## config.mk

```make
export PLATFORM = sky130hd
export DESIGN_NAME = fpm_host
export DESIGN_NICKNAME = d
export VERILOG_FILES = /design/src/hw/fpm_pkg.sv /design/src/hw/fpm_host.sv /design/src/hw/fpm_bus_cycle.sv
export SDC_FILE = /design/constraint.sdc
export NUM_CORES = 1
export LEC_CHECK = 0
export ABC_AREA = 1
export BUFFER_PORTS_ARGS = -buffer_cell sky130_fd_sc_hd__buf_2
export CAP_MARGIN = 20
export CORE_ASPECT_RATIO = 1.1
export CORE_UTILIZATION = 25
export CTS_BUF_LIST = sky130_fd_sc_hd__clkbuf_16
export DETAILED_ROUTE_END_ITERATION = 6
export PLACE_DENSITY = 0.4
export SYNTH_ARGS = -nofsm -noshare
export SYNTH_HDL_FRONTEND = slang
export SYNTH_HIERARCHICAL = 1
export SYNTH_SLANG_ARGS = --single-unit
```

## constraint.sdc

```tcl
create_clock -name clk -period 3.7 [get_ports clk]
set_clock_uncertainty 0.1 [all_clocks]
set_input_delay 0.37 -clock clk [delete_from_list [all_inputs] [get_ports clk]]
set_output_delay 0.37 -clock clk [all_outputs]
set_load 0.1 [all_outputs]
```

## src/hw/fpm_pkg.sv

```systemverilog
/*
  Package for the boot-block flash host controller: command codes,
  status bit positions, timing constants and user-side carrier structs.
  Assumes a single 125 MHz clock and a parallel flash with strobes.
*/
// Notes on behaviour
// - Host waits power-down exit access time before trusting read data.
// - After program or erase host issues read-array before array reads.
// - Read-array command byte is ff, returning reads to array data.
// - After power-up host drops chip-select or new address before trusting data.
// - Reset pin follows system reset so array data returns after reset.
package fpm_pkg;

  //==========================================================================
  // Command codes
  localparam logic [7:0] FPM_CMD_READ_ARRAY  = 8'hff;
  localparam logic [7:0] FPM_CMD_READ_STATUS = 8'h70;
  localparam logic [7:0] FPM_CMD_CLR_STATUS  = 8'h50;
  localparam logic [7:0] FPM_CMD_PROG_SETUP  = 8'h40;
  localparam logic [7:0] FPM_CMD_ERASE_SETUP = 8'h20;
  localparam logic [7:0] FPM_CMD_ERASE_CONF  = 8'hd0;

  //==========================================================================
  // Status bit positions
  localparam int FPM_SR_READY   = 7;
  localparam int FPM_SR_ERASE_E = 5;
  localparam int FPM_SR_PROG_E  = 4;
  localparam int FPM_SR_VPP_E   = 3;

  //==========================================================================
  // Timing (ns) and derived cycle counts at 125 MHz
  localparam int FPM_CLK_NS       = 8;
  localparam int FPM_STROBE_NS    = 60;   // least strobe / access phase
  localparam int FPM_PD_EXIT_NS   = 600;  // powerdown_exit_access_time default
  localparam int FPM_STROBE_CYC   = (FPM_STROBE_NS + FPM_CLK_NS - 1) / FPM_CLK_NS;
  localparam int FPM_PD_EXIT_CYC  = (FPM_PD_EXIT_NS + FPM_CLK_NS - 1) / FPM_CLK_NS;
  localparam int FPM_CNT_W        = 8;

  //==========================================================================
  // User request kinds
  typedef enum logic [2:0] {
    FPM_OP_READ   = 3'b000,
    FPM_OP_STATUS = 3'b001,
    FPM_OP_PROG   = 3'b010,
    FPM_OP_ERASE  = 3'b011,
    FPM_OP_CLEAR  = 3'b100,
    FPM_OP_ARRAY  = 3'b101
  } fpm_op_t;

  typedef struct packed {
    fpm_op_t     op;
    logic [17:0] addr;
    logic [15:0] data;
  } fpm_req_t;

  typedef struct packed {
    logic [15:0] data;
    logic        err;
    logic        boot_refused;
  } fpm_rsp_t;

endpackage

```

## src/hw/fpm_host.sv

```systemverilog
/*
  Host controller for a boot-block flash: drives reset/power-down,
  write-protect and supply-enable pins and sequences commands.
  Assumes flash pins synchronous to clk and one request at a time.
*/
`timescale 1ns/100ps
module fpm_host
  import fpm_pkg::*;
#(
  parameter int PD_EXIT = FPM_PD_EXIT_CYC,
  parameter int STROBE  = FPM_STROBE_CYC
) (
  // Clock and reset
  input  wire logic        clk,
  input  wire logic        rst,
  // User side
  input  wire logic        req_valid,
  output logic             req_ready,
  input  fpm_req_t         req,
  output logic             rsp_valid,
  output fpm_rsp_t         rsp,
  input  wire logic        powerdown_req,
  input  wire logic        unlock_boot,
  input  wire logic        boot_hv_unlock,
  input  wire logic        prog_supply_on,
  input  wire logic        boot_addr_hit,
  // Flash pins
  output logic             reset_powerdown_pin,
  output logic             high_voltage_level,
  output logic             write_protect_n,
  output logic             prog_supply_en,
  output logic             ce_n,
  output logic             oe_n,
  output logic             we_n,
  output logic [17:0]      a,
  output logic [15:0]      dq_o,
  output logic             dq_oe,
  input  wire logic [15:0] dq_i
);

  //==========================================================================
  // Sequencer
  typedef enum logic [3:0] {
    FPM_S_PD      = 4'b0000,
    FPM_S_WAKE    = 4'b0001,
    FPM_S_IDLE    = 4'b0010,
    FPM_S_CMD1    = 4'b0011,
    FPM_S_CMD2    = 4'b0100,
    FPM_S_POLLC   = 4'b0101,
    FPM_S_POLL    = 4'b0110,
    FPM_S_ARRAY   = 4'b0111,
    FPM_S_READ    = 4'b1000,
    FPM_S_RESP    = 4'b1001
  } fpm_state_t;

  fpm_state_t           st_r, st_nxt;
  fpm_req_t             req_r;
  logic [FPM_CNT_W-1:0] wake_r;
  logic [15:0]          sr_r;
  logic                 refused_r;
  logic                 go, wr, done;
  logic [17:0]          cyc_addr;
  logic [15:0]          cyc_data, rdata;

  fpm_bus_cycle #(.STROBE(STROBE)) u_cyc (
    .clk   (clk),
    .rst   (rst),
    .go    (go),
    .wr    (wr),
    .addr  (cyc_addr),
    .wdata (cyc_data),
    .done  (done),
    .rdata (rdata),
    .ce_n  (ce_n),
    .oe_n  (oe_n),
    .we_n  (we_n),
    .a     (a),
    .dq_o  (dq_o),
    .dq_oe (dq_oe),
    .dq_i  (dq_i)
  );

  function automatic logic is_write_op(input fpm_op_t op);
    is_write_op = (op == FPM_OP_PROG) || (op == FPM_OP_ERASE);
  endfunction

  // Boot block writable only with write-protect high or high voltage
  wire boot_ok   = unlock_boot || boot_hv_unlock;
  // Refuse locally a write with supply off or to a locked block flagged by boot_addr_hit, saving a wasted cycle
  wire refuse    = is_write_op(req_r.op) &&
                   (!prog_supply_on || (boot_addr_hit && !boot_ok));
  wire wake_done = (wake_r == FPM_CNT_W'(PD_EXIT - 1));
  // rdata only updates on the edge that ends a cycle, so a decision taken
  // on that same edge has to look at the pins or it sees the previous word
  wire [15:0] poll_word = dq_i;

  always_comb begin
    st_nxt = st_r;
    case (st_r)
      FPM_S_PD:    if (!powerdown_req) st_nxt = FPM_S_WAKE;
      FPM_S_WAKE:  if (wake_done) st_nxt = FPM_S_IDLE;
      FPM_S_IDLE: begin
        if (powerdown_req) st_nxt = FPM_S_PD;
        else if (req_valid) st_nxt = FPM_S_CMD1;
      end
      FPM_S_CMD1: begin
        if (refuse) st_nxt = FPM_S_RESP;
        else if (done) st_nxt = (req_r.op == FPM_OP_READ) ? FPM_S_READ :
                                is_write_op(req_r.op) ? FPM_S_CMD2 :
                                (req_r.op == FPM_OP_STATUS) ? FPM_S_POLL : FPM_S_RESP;
      end
      FPM_S_CMD2:  if (done) st_nxt = FPM_S_POLLC;
      FPM_S_POLLC: if (done) st_nxt = FPM_S_POLL;
      FPM_S_POLL: begin
        if (done) begin
          if (req_r.op == FPM_OP_STATUS) st_nxt = FPM_S_RESP;
          else if (poll_word[FPM_SR_READY]) st_nxt = FPM_S_ARRAY;
        end
      end
      FPM_S_ARRAY: if (done) st_nxt = FPM_S_RESP;
      FPM_S_READ:  if (done) st_nxt = FPM_S_RESP;
      FPM_S_RESP:  st_nxt = FPM_S_IDLE;
      default:     st_nxt = FPM_S_PD;
    endcase
  end

  // Bus cycle selection per state
  wire cmd1_wr  = (req_r.op != FPM_OP_READ);
  wire [7:0] cmd1_code = (req_r.op == FPM_OP_PROG)   ? FPM_CMD_PROG_SETUP  :
                         (req_r.op == FPM_OP_ERASE)  ? FPM_CMD_ERASE_SETUP :
                         (req_r.op == FPM_OP_STATUS) ? FPM_CMD_READ_STATUS :
                         (req_r.op == FPM_OP_CLEAR)  ? FPM_CMD_CLR_STATUS  :
                                                       FPM_CMD_READ_ARRAY;
  wire [15:0] cmd2_data = (req_r.op == FPM_OP_ERASE) ? {8'h00, FPM_CMD_ERASE_CONF}
                                                     : req_r.data;
  assign go = ((st_r == FPM_S_CMD1) && !refuse) || (st_r == FPM_S_CMD2) ||
              (st_r == FPM_S_POLLC) || (st_r == FPM_S_POLL) ||
              (st_r == FPM_S_ARRAY) || (st_r == FPM_S_READ);
  assign wr = ((st_r == FPM_S_CMD1) && cmd1_wr) || (st_r == FPM_S_CMD2) ||
              (st_r == FPM_S_POLLC) || (st_r == FPM_S_ARRAY);
  // A plain read reuses CMD1 as its access; READ then re-reads the held data
  assign cyc_addr = req_r.addr;
  assign cyc_data = (st_r == FPM_S_CMD2)  ? cmd2_data :
                    (st_r == FPM_S_POLLC) ? {8'h00, FPM_CMD_READ_STATUS} :
                    (st_r == FPM_S_ARRAY) ? {8'h00, FPM_CMD_READ_ARRAY} :
                                            {8'h00, cmd1_code};

  always_ff @(posedge clk or posedge rst) begin
    if (rst) begin
      st_r <= FPM_S_PD;
    end else begin
      st_r <= st_nxt;
    end
  end

  always_ff @(posedge clk or posedge rst) begin
    if (rst) begin
      req_r <= '0;
    end else if ((st_r == FPM_S_IDLE) && req_valid && !powerdown_req) begin
      req_r <= req;
    end
  end

  always_ff @(posedge clk or posedge rst) begin
    if (rst) begin
      wake_r <= '0;
    end else if (st_r == FPM_S_WAKE) begin
      wake_r <= wake_r + 1'b1;
    end else begin
      wake_r <= '0;
    end
  end

  // Status copy dies with the reset pin, as the device's own does
  always_ff @(posedge clk or posedge rst) begin
    if (rst) begin
      sr_r      <= '0;
      refused_r <= 1'b0;
    end else if (st_r == FPM_S_PD) begin
      sr_r      <= '0;
      refused_r <= 1'b0;
    end else if ((st_r == FPM_S_POLL) && done) begin
      sr_r      <= poll_word;
    end else if ((st_r == FPM_S_CMD1) && refuse) begin
      refused_r <= 1'b1;
    end else if (st_r == FPM_S_IDLE) begin
      refused_r <= 1'b0;
    end
  end

  always_ff @(posedge clk or posedge rst) begin
    if (rst) begin
      rsp <= '0;
    end else if (st_r == FPM_S_RESP) begin
      rsp.data <= is_write_op(req_r.op) || (req_r.op == FPM_OP_STATUS) ? sr_r : rdata;
      rsp.err  <= refused_r || sr_r[FPM_SR_VPP_E] || sr_r[FPM_SR_PROG_E] ||
                  sr_r[FPM_SR_ERASE_E];
      rsp.boot_refused <= refused_r;
    end
  end

  //==========================================================================
  // Pin levels
  // Reset pin held low through controller reset and power-down
  assign reset_powerdown_pin = (st_r != FPM_S_PD);
  assign high_voltage_level  = boot_hv_unlock && reset_powerdown_pin;
  assign write_protect_n     = unlock_boot;
  assign prog_supply_en      = prog_supply_on;
  assign req_ready           = (st_r == FPM_S_IDLE) && !powerdown_req;
  assign rsp_valid           = (st_r == FPM_S_RESP);

  a_wake_wait: assert property (@(posedge clk) disable iff (rst)
    $rose(reset_powerdown_pin) |-> (st_r == FPM_S_WAKE) [*8])
    else $error("request path opened before wake time");
  a_cs_in_pd: assert property (@(posedge clk) disable iff (rst)
    (st_r == FPM_S_PD) |-> ce_n && !dq_oe)
    else $error("bus driven in power-down");
  a_prog_two: assert property (@(posedge clk) disable iff (rst)
    (st_r == FPM_S_CMD2) && done |=> (st_r == FPM_S_POLLC))
    else $error("second step not followed by poll");
  a_refuse_lock: assert property (@(posedge clk) disable iff (rst)
    (st_r == FPM_S_CMD1) && refuse |-> !go ##1 rsp_valid)
    else $error("locked write reached the bus");
  a_sr_clear: assert property (@(posedge clk) disable iff (rst)
    !reset_powerdown_pin |=> (sr_r == 16'h0000))
    else $error("status copy kept across power-down");

endmodule // fpm_host

```

## src/hw/fpm_bus_cycle.sv

```systemverilog
/*
  One bus cycle on the flash pins: a read or a write, each held for a
  fixed strobe width. Assumes flash pins synchronous to clk.
*/
`timescale 1ns/100ps
module fpm_bus_cycle
  import fpm_pkg::*;
#(
  parameter int STROBE = FPM_STROBE_CYC
) (
  // Clock and reset
  input  wire logic        clk,
  input  wire logic        rst,
  // Cycle request
  input  wire logic        go,
  input  wire logic        wr,
  input  wire logic [17:0] addr,
  input  wire logic [15:0] wdata,
  output logic             done,
  output logic [15:0]      rdata,
  // Flash pins
  output logic             ce_n,
  output logic             oe_n,
  output logic             we_n,
  output logic [17:0]      a,
  output logic [15:0]      dq_o,
  output logic             dq_oe,
  input  wire logic [15:0] dq_i
);

  logic [FPM_CNT_W-1:0] cnt_r;
  logic                 busy_r;
  logic                 wr_r;
  wire                  last = busy_r && (cnt_r == FPM_CNT_W'(STROBE - 1));

  always_ff @(posedge clk or posedge rst) begin
    if (rst) begin
      busy_r <= 1'b0;
      cnt_r  <= '0;
      wr_r   <= 1'b0;
      a      <= '0;
      dq_o   <= '0;
      rdata  <= '0;
    end else if (!busy_r && go) begin
      busy_r <= 1'b1;
      cnt_r  <= '0;
      wr_r   <= wr;
      a      <= addr;
      dq_o   <= wdata;
    end else if (busy_r) begin
      cnt_r <= cnt_r + 1'b1;
      if (last) begin
        busy_r <= 1'b0;
        rdata  <= dq_i;
      end
    end
  end

  assign done  = last;
  // Both strobes low together is the only write the flash accepts
  assign ce_n  = !busy_r;
  assign we_n  = !(busy_r && wr_r);
  assign oe_n  = !(busy_r && !wr_r);
  assign dq_oe = busy_r && wr_r;

  a_strobe_pair: assert property (@(posedge clk) disable iff (rst)
    !we_n |-> !ce_n && !oe_n == 1'b0)
    else $error("write strobe without chip select");

endmodule // fpm_bus_cycle

```

After elaboration in Yosys (flattened, before gate mapping)
Index checks and enable logic that the tools add are counted.
{"block": "totals", "ff_bits": 144, "wordCells": 129, "output_inout_bits": 62, "inputBits": 61}
{"block": "classes", "n_bitwise": 1, "add_sub_neg": 2, "n_mux": 37, "n_eq_ne": 25, "reduce_logical": 48}
{"cell": "2-to-1 mux 16 bit", "n": 5}
{"cell": "2-to-1 mux 8 bit", "n": 9}
{"cell": "2-to-1 mux 4 bit", "n": 15}
{"cell": "one-hot mux 4 bit (9 select lines)", "n": 1}
{"cell": "adder 8 x 1 -> 8 bit, second input constant", "n": 2}
{"cell": "equality test 4 x 3 -> 1 bit, second input constant", "n": 4}
{"cell": "logical OR 1 bit", "n": 15}
{"cell": "logical AND 1 bit", "n": 14}
{"cell": "inequality test 2 bit, second input constant", "n": 6}
{"cell": "AND reduction 9 bit", "n": 1}
{"cell": "equality test 4 x 2 -> 1 bit, second input constant", "n": 2}
{"cell": "equality test 4 bit, second input constant", "n": 2}
{"cell": "equality test 8 x 3 -> 1 bit, second input constant", "n": 1}
{"cell": "equality test 8 x 7 -> 1 bit, second input constant", "n": 1}
{"cell": "logical NOT 1 bit", "n": 8}
{"cell": "2-to-1 mux 1 bit", "n": 7}
{"cell": "equality test 3 x 2 -> 1 bit, second input constant", "n": 2}
{"cell": "inequality test 3 bit, second input constant", "n": 2}
{"cell": "nonzero test 3 bit", "n": 2}
{"cell": "equality test 4 x 1 -> 1 bit, second input constant", "n": 1}
{"cell": "logical NOT 4 bit", "n": 1}
{"cell": "nonzero test 2 bit", "n": 2}
{"cell": "nonzero test 4 bit", "n": 1}
{"cell": "equality test 3 x 1 -> 1 bit, second input constant", "n": 1}
{"cell": "other kinds (8)", "n": 8}

Logic depth before layout (Yosys ltp)
Gate-level depths: netlist (run 1).
{"block": "depth", "word_depth": 15, "ltp_mapped": 12, "mapped_depth_nobuf": 11}

By module
The synthesis (run 1) kept the hierarchy.
{"module": "fpm_host", "n_inst": 1, "cells_per_inst": 507, "area_per_inst_um2": 4053.9, "seq_area_each_um2": 2102.0}
{"module": "fpm_bus_cycle", "n_inst": 1, "cells_per_inst": 284, "area_per_inst_um2": 2453.6, "seq_area_each_um2": 1501.4}

Least setup slack after synthesis (run 1)
No wires, ideal clock.
{"block": "synth_timing", "kind": "register to output", "from": "register st_r[1]", "to": "output high_voltage_level", "path_buffers": 0, "stages_incl_launch_ff": 5, "slack_ns": 1.271, "arrival_ns": 1.959, "required_ns": 3.230, "cell_sequence": "dfrtp_1 nor2_1 nand2_2 inv_2 nor2_1"}
{"block": "synth_between", "elab_chain_len": 2}
{"element": "start: declaration", "line_no": "fpm_host.sv:56", "text": "fpm_state_t st_r, st_nxt;"}
{"element": "start signal: assignment", "line_no": "fpm_host.sv:152", "text": "st_r <= st_nxt;"}
{"element": "nonzero test 4 bit", "line_no": "fpm_host.sv:205", "text": "assign reset_powerdown_pin = (st_r != FPM_S_PD);"}
{"element": "logical AND 1 bit", "line_no": "fpm_host.sv:206", "text": "assign high_voltage_level = boot_hv_unlock && reset_powerdown_pin;"}
{"element": "end: declaration", "line_no": "fpm_host.sv:29", "text": "output logic high_voltage_level,"}
Every way passes these cells.

Worst setup path in the final report (run 1)
{"block": "layout_timing", "from": "register st_r[3]", "to": "output req_ready"}
{"block": "layout_between", "elab_chain_len": 2}
{"element": "equality test 4 x 2 -> 1 bit", "line_no": "fpm_host.sv:209", "text": "assign req_ready = (st_r == FPM_S_IDLE) && !powerdown_req;"}
{"element": "logical AND 1 bit", "line_no": "fpm_host.sv:209"}
{"element": "end: declaration", "line_no": "fpm_host.sv:18", "text": "output logic req_ready,"}
Every way passes these cells.

==> results of run 1 <==
## flip-flops by register name, summed over array words and instances (netlist names), 8 cells and up
name / cells
sr_r: 16
wake_r: 8
u_cyc/a: 18
cyc_addr: 18
u_cyc/rdata: 16
req_r: 19
u_cyc/dq_o: 16
rsp: 18
u_cyc/cnt_r: 8
## layer usage
layer	vias up	GRT usage [%]	wire (um)
met3	21	4.89	1190
li1	2744	-	-
met5	-	0	22
met2	128	23.8	8410
met4	4	4.09	210
met1	2570	19.4	8700
## area by class of cell
class	count	area, um^2
flip-flops and latches	144	3600
fillers	2832	17500
repair buffers	134	701
well taps	346	433
clock inverters	15	125
clock buffers	17	425
multi-input cells	561	2470
inverters	49	185
## cells by family (layout without fill, tap and decap cells)
kind of cell               count (synthesis)  in the layout
and+or+nand+nor                          483            483
DFF                                      144            144
buffers and inverters                     86            215
AOI/OAI and AO/OA                         75             75
adders and majority gates                  3              3
## power breakdown
part | leakage [uW] | internal, uW | switching [uW]
Clock | 0.000267 | 879 | 757
Sequential | 0.00184 | 2120 | 342
Combinational | 0.00219 | 693 | 2980
Total | 0.00429 | 3690 | 4070
## how the worst min path moves through the flow
| stage | start | end | slack, ps | cells past startpoint |
|---|---|---|---|---|
| floorplan | req_r[4] | req_r[4] | 340 | 2 |
| global placement | cyc_addr[17] | u_cyc/a[17] | 350 | 2 |
| detailed placement | cyc_addr[6] | u_cyc/a[6] | 350 | 2 |
| CTS | rst | rsp[7] | 20 | 2 |
| global route | rst | rsp[7] | 70 | 2 |
| finish | rst | rsp[7] | 0.8 | 2 |
## layout by cell type, fill, tap and decap left out, types with 2 or more instances in the layout
cell and n:
buf_2 122, clkinvlp_4 2, buf_4 12, nand3_2 2
or2_2 2, o31ai_1 2, clkinv_4 3, o21ai_0 38
inv_6 6, nand2_1 304, clkinv_2 2, nand2_4 2
nor2_1 57, dfrtp_1 144, nand3_1 91, inv_8 2
a21oi_1 20, inv_1 42, clkbuf_16 17, inv_2 6
nor3_1 8, o21ai_1 10, nor2_2 6, nand2_2 4
nor2_4 4, ha_1 3
## worst register-to-register path: stages, from the launching register on
cell and delay, ps:
dfrtp_1 380, ha_1 170, nand2_2 80, nor2_4 390, nand2_4 220, inv_1 540, nand2_4 260, nand3_1 130
o21ai_0 80
## metrics by stage
step | setup WS (ps) | total power [uW] | area, um^2
CTS | 961 | 7880 | 7940
global route | 839 | 8300 | 7940
detailed placement | 1290 | 6200 | 7390
floorplan | 1060 | 5480 | 6510
global placement | 1350 | 6200 | 7390
finish | 1010 | 7770 | 7940
==> metrics.yaml, run 1 <==
synth:
  synth.area.mux_share_pct: 0
  synth_compound_gate_area_share_pct: 6.09
  synth_xor_xnor_area_share_pct: 0
  synth_cell_types: 30
  yosysMostFrequentCell: "nand2_1"
  synth-seq-area-share_pct: 55.4
  ys_ff_latch: 144
  synthTopCellsByArea: "dfrtp_1 (55%), nand2_1 (18%), nand3_1 (7.0%), nor2_1 (3.3%), o21ai_0 (2.9%)"
  synth_top_area_share_pct: 55.4
  synth_common_cells: "nand2_1 (304), dfrtp_1 (144), nand3_1 (91)"
  synth.avg_cell_area_um2: 8.23
  synthSimpleGateAreaFrac_pct: 31.2
  yosys_warnings: 6
  synth_flop_cell: "dfrtp_1"
  synth_largest_area_cell: "dfrtp_1"
  synthArstFlopShare_pct: 100
  synth_top_family_by_area: "simple AND/OR/NAND/NOR gates"
  synthCells: 791
  syn-num-nets: 855
  syn_area_um2: 6510
  synth_adder_area_share_pct: 0.577
  synth_edf_count: 0
run:
  cap_viol_max_count: 0
worst_setup_path:
  path_buf_inv: 1
  r2r-start: "u_cyc/cnt_r[0]"
  crit_path_end: "req_ready"
  r2r_end: "sr_r[7]"
  endpoint_kind: "primary output"
  rrSetupSlack_ps: 1240
  crit_required_ps: 3230
  critPathKind: "reg -> out"
  cp_cell_sequence: "nor2_4, nand3_2, nor2_2, buf_2"
  cp_max_fo: 12
  cpPeakStageDelay_ps: 550
  reg2regPathDepth: 8
  crit_path_start_kind: "flop"
  critPathSlowestCell: "buf_2"
  cp.depth: 4
  crit_start: "st_r[3]"
  path_delay_family: "simple AND/OR/NAND/NOR gates"
  worstPathArrival_ps: 2220
sta:
  hold_ws_ps: 0.791
  fin_crit_sh_pct: 72.6
  fmax_mhz: 372
  worst_pin_slew_ps: 835
  relSlewSlack_pct: 44.2
  drv_slew: 0
  rsz0062_at_grt: "no"
  hold_violations: 0
  tns_ps: 0
  period_minus_slack_ps: 2690
  setup_viol: 0
placement:
  dp_hpwl_um: 13000
  dp.cells: 1234
  routabilityCongestion: 0.772
  portBuffers: 122
global_route:
  antenna_found_initial: 2
  grt_pass1_vias: 5620
  gr-usage-all-layers_pct: 15.0
  grt-ovfl-total: 0
  grt_first_pass_wirelength_um: 30900
  grt_max_degree: 45
floorplanning:
  rows: 61
  start_util_pct: 25.6
  die_h_um: 171
  die_x_um: 156
  ios: 123
  fp.coreArea_um2: 25400
  die_area_um2: 26700
route:
  num_vias: 5467
  drtAntennaViolNets: 0
  drc_errors: 0
  drt_iter0_drc: 238
  routedWlPerCell_um: 14.6
  firstDrtPassIters: 5
  viasPerCell: 4.32
  drt_wl_total_um: 18500
pwr:
  p_per_area_nw_per_um2: 978
  p_leak_uw: 0.00429
  vdd_drop_max_v: 0.000478
layout:
  nets: 971
  diodes: 0
  syn2layout_area_growth_pct: 22.0
  fin_util_pct: 31.2
  final_cells: 1266
  drive_gt1_share_pct: 21.1
cts:
  cts_resized: 0
  post_cts_buffers: 0
  cts_tree: "yes"
  clk_pin_slew_ps: 70
  clkLatencyLatePin_ps: 420
  clk_root_buffer_cell: "clkbuf_16"
  clock_sinks: 144
  clk_path_buf_depth: 2
  holdBufCountCts: 0
  cts-htree-levels: 4
  cts_made_buffers: 17
min_path:
  hold_path_class: "in -> async"
status:
  status: "finished clean"
No activity file was read; power rests on OpenSTA's default activity.
==> inputs of run 2 (changes only) <==
==> constraint.sdc (replaced) <==
create_clock -name clk -period 2.7 [get_ports clk]
set_clock_uncertainty 0.1 [all_clocks]
set_input_delay 0.27 -clock clk [delete_from_list [all_inputs] [get_ports clk]]
set_output_delay 0.27 -clock clk [all_outputs]
set_load 0.1 [all_outputs]
==> run 2 against run 1 <==
  * Total power grew 40%
  * Flip-flop and latch count is the same
  * Sequential share of layout area is 2.9 points lower
  * Critical path type unchanged
  * Critical endpoint is now rsp_valid
  * Largest cell class unchanged
  * Highest routed layer is now met4
==> metrics.yaml, run 2 (synthesized netlist as in run 1, its figures left out) <==
worst_setup_path:
  endpoint_kind: "primary output"
  path_delay_family: "buffers and inverters"
  cp.depth: 6
  critPathSlowestCell: "buf_2"
  path_buf_inv: 4
  cpPeakStageDelay_ps: 490
  r2r_end: "u_cyc/cnt_r[5]"
  cp_cell_sequence: "inv_1, nand2_1, inv_1, nand2_1, inv_2, buf_2"
  worstPathArrival_ps: 2020
  reg2regPathDepth: 11
  rrSetupSlack_ps: 600
  crit_required_ps: 2330
  r2r-start: "st_r[2]"
  crit_start: "st_r[1]"
  crit_path_end: "rsp_valid"
  critPathKind: "reg -> out"
  crit_path_start_kind: "flop"
  cp_max_fo: 18
placement:
  pre_cts_ws_ps: 603
  dp_hpwl_um: 12500
  dp.cells: 1238
  portBuffers: 122
  routabilityCongestion: 0.776
route:
  drc_errors: 0
  firstDrtPassIters: 4
  viasPerCell: 4.28
  drt_iter0_drc: 295
  routedWlPerCell_um: 14.1
  num_vias: 5625
  drt_wl_total_um: 18500
  drtAntennaViolNets: 0
sta:
  fmax_mhz: 419
  rsz0062_at_grt: "no"
  period_minus_slack_ps: 2390
  setup_viol: 0
  drv_slew: 0
  worst_pin_slew_ps: 868
  fin_crit_sh_pct: 88.5
  relSlewSlack_pct: 42.1
  fin_ws_ps: 311
  hold_violations: 0
  tns_ps: 0
cts:
  clk_path_buf_depth: 2
  clk_root_buffer_cell: "clkbuf_16"
  cts_resized: 0
  cts_made_buffers: 17
  clkLatencyLatePin_ps: 420
  clock_sinks: 144
  cts_tree: "yes"
  cts-htree-levels: 4
  clk_pin_slew_ps: 60
floorplanning:
  fp.coreArea_um2: 25400
  die_area_um2: 26700
  rows: 61
  die_x_um: 156
  start_util_pct: 25.6
  ios: 123
  die_h_um: 171
global_route:
  grt-ovfl-total: 0
  grt_max_degree: 61
  grt_first_pass_wirelength_um: 30500
  antenna_found_initial: 0
  grt_pass1_vias: 5684
  gr-usage-all-layers_pct: 14.9
layout:
  layout_commonest_cell: "nand2_1"
  final_cells: 1315
  largest_reg_flops: 19
  nets: 1020
  diodes: 0
  fill_cells: 2708
  largest_register: "req_r"
  syn2layout_area_growth_pct: 30.2
  final_cell_mix: "nand2_1 (304), dfrtp_1 (144), buf_2 (121)"
  drive_gt1_share_pct: 20.4
min_path:
  hold_path_class: "in -> reg"
  hp-start: "req[7]"
pwr:
  power_uw: 10900
  p_leak_uw: 0.00452
  vdd_drop_max_v: 0.000547
  p_per_area_nw_per_um2: 1280
run:
  cap_viol_max_count: 0
status:
  status: "finished clean"
-- run 2: cell types whose count changed in the layout (fill, tap and decap cells not counted) --
cell,before,now
dlygate4sd3_1,0,45
buf_4,12,15
inv_6,6,3
buf_12,0,2
inv_8,2,4
buf_2,122,121
bufinv_16,0,1
clkinv_4,3,2
clkinvlp_4,2,3
-- run 2: worst min-delay path by stage --
| stage | cells past startpoint | slack, ps | endpoint |
|---|---|---|---|
| final | 3 | 10 | req_r[7] |
| after global routing | 3 | 6 | req_r[7] |
| after CTS | 3 | 1 | u_cyc/rdata[1] |
| after detailed placement | 2 | 320 | rsp[13] |
| after global placement | 2 | 320 | rsp[14] |
| after floorplan | 2 | 310 | u_cyc/rdata[0] |
-- run 2: through the flow --
step                hold slack (ps)  utilization, %  area [um^2]
floorplan                       315               -         6510
CTS                            1.04            33.3         8470
detailed placement              315            29.3         7450
global route                   5.52            33.3         8470
global placement                322            29.3         7450
finish                         11.7            33.3         8470
-- run 2: metal layers --
layer,wire length (um),global-route usage [%],vias to the layer above
met2,8790,25.3,132
met1,8740,19.0,2631
met4,207,4.35,0
li1,-,-,2849
met5,0,0,-
met3,794,3.12,13
-- run 2: what timing repair did --
item                      CTS  global route
hold endpoints to repair   85             0
hold buffers               45             0
buffers inserted            0             0
-- run 2: area by class of cell --
| cell class | count | area, um^2 | area share [%] |
|---|---|---|---|
| clock buffer | 17 | 425 | 5.02 |
| multi-input combinational | 561 | 2470 | 29.1 |
| timing repair buffer | 183 | 1210 | 14.3 |
| sequential | 144 | 3600 | 42.5 |
| clock inverter | 15 | 150 | 1.77 |
| tap | 346 | 433 | 5.11 |
| inverter | 49 | 185 | 2.19 |
-- run 2: report_power, final --
| part | switching [uW] | leakage, uW | internal, uW |
|---|---|---|---|
| Clock | 1030 | 0.000276 | 1300 |
| Combinational | 4130 | 0.00240 | 1040 |
| Sequential | 468 | 0.00184 | 2910 |
| Total | 5620 | 0.00452 | 5240 |
-- run 2: tightest hold or removal path: cells and delay by family --
kind	cells	cell delay (ps)
buf+inv	1	80
simple gates	2	150
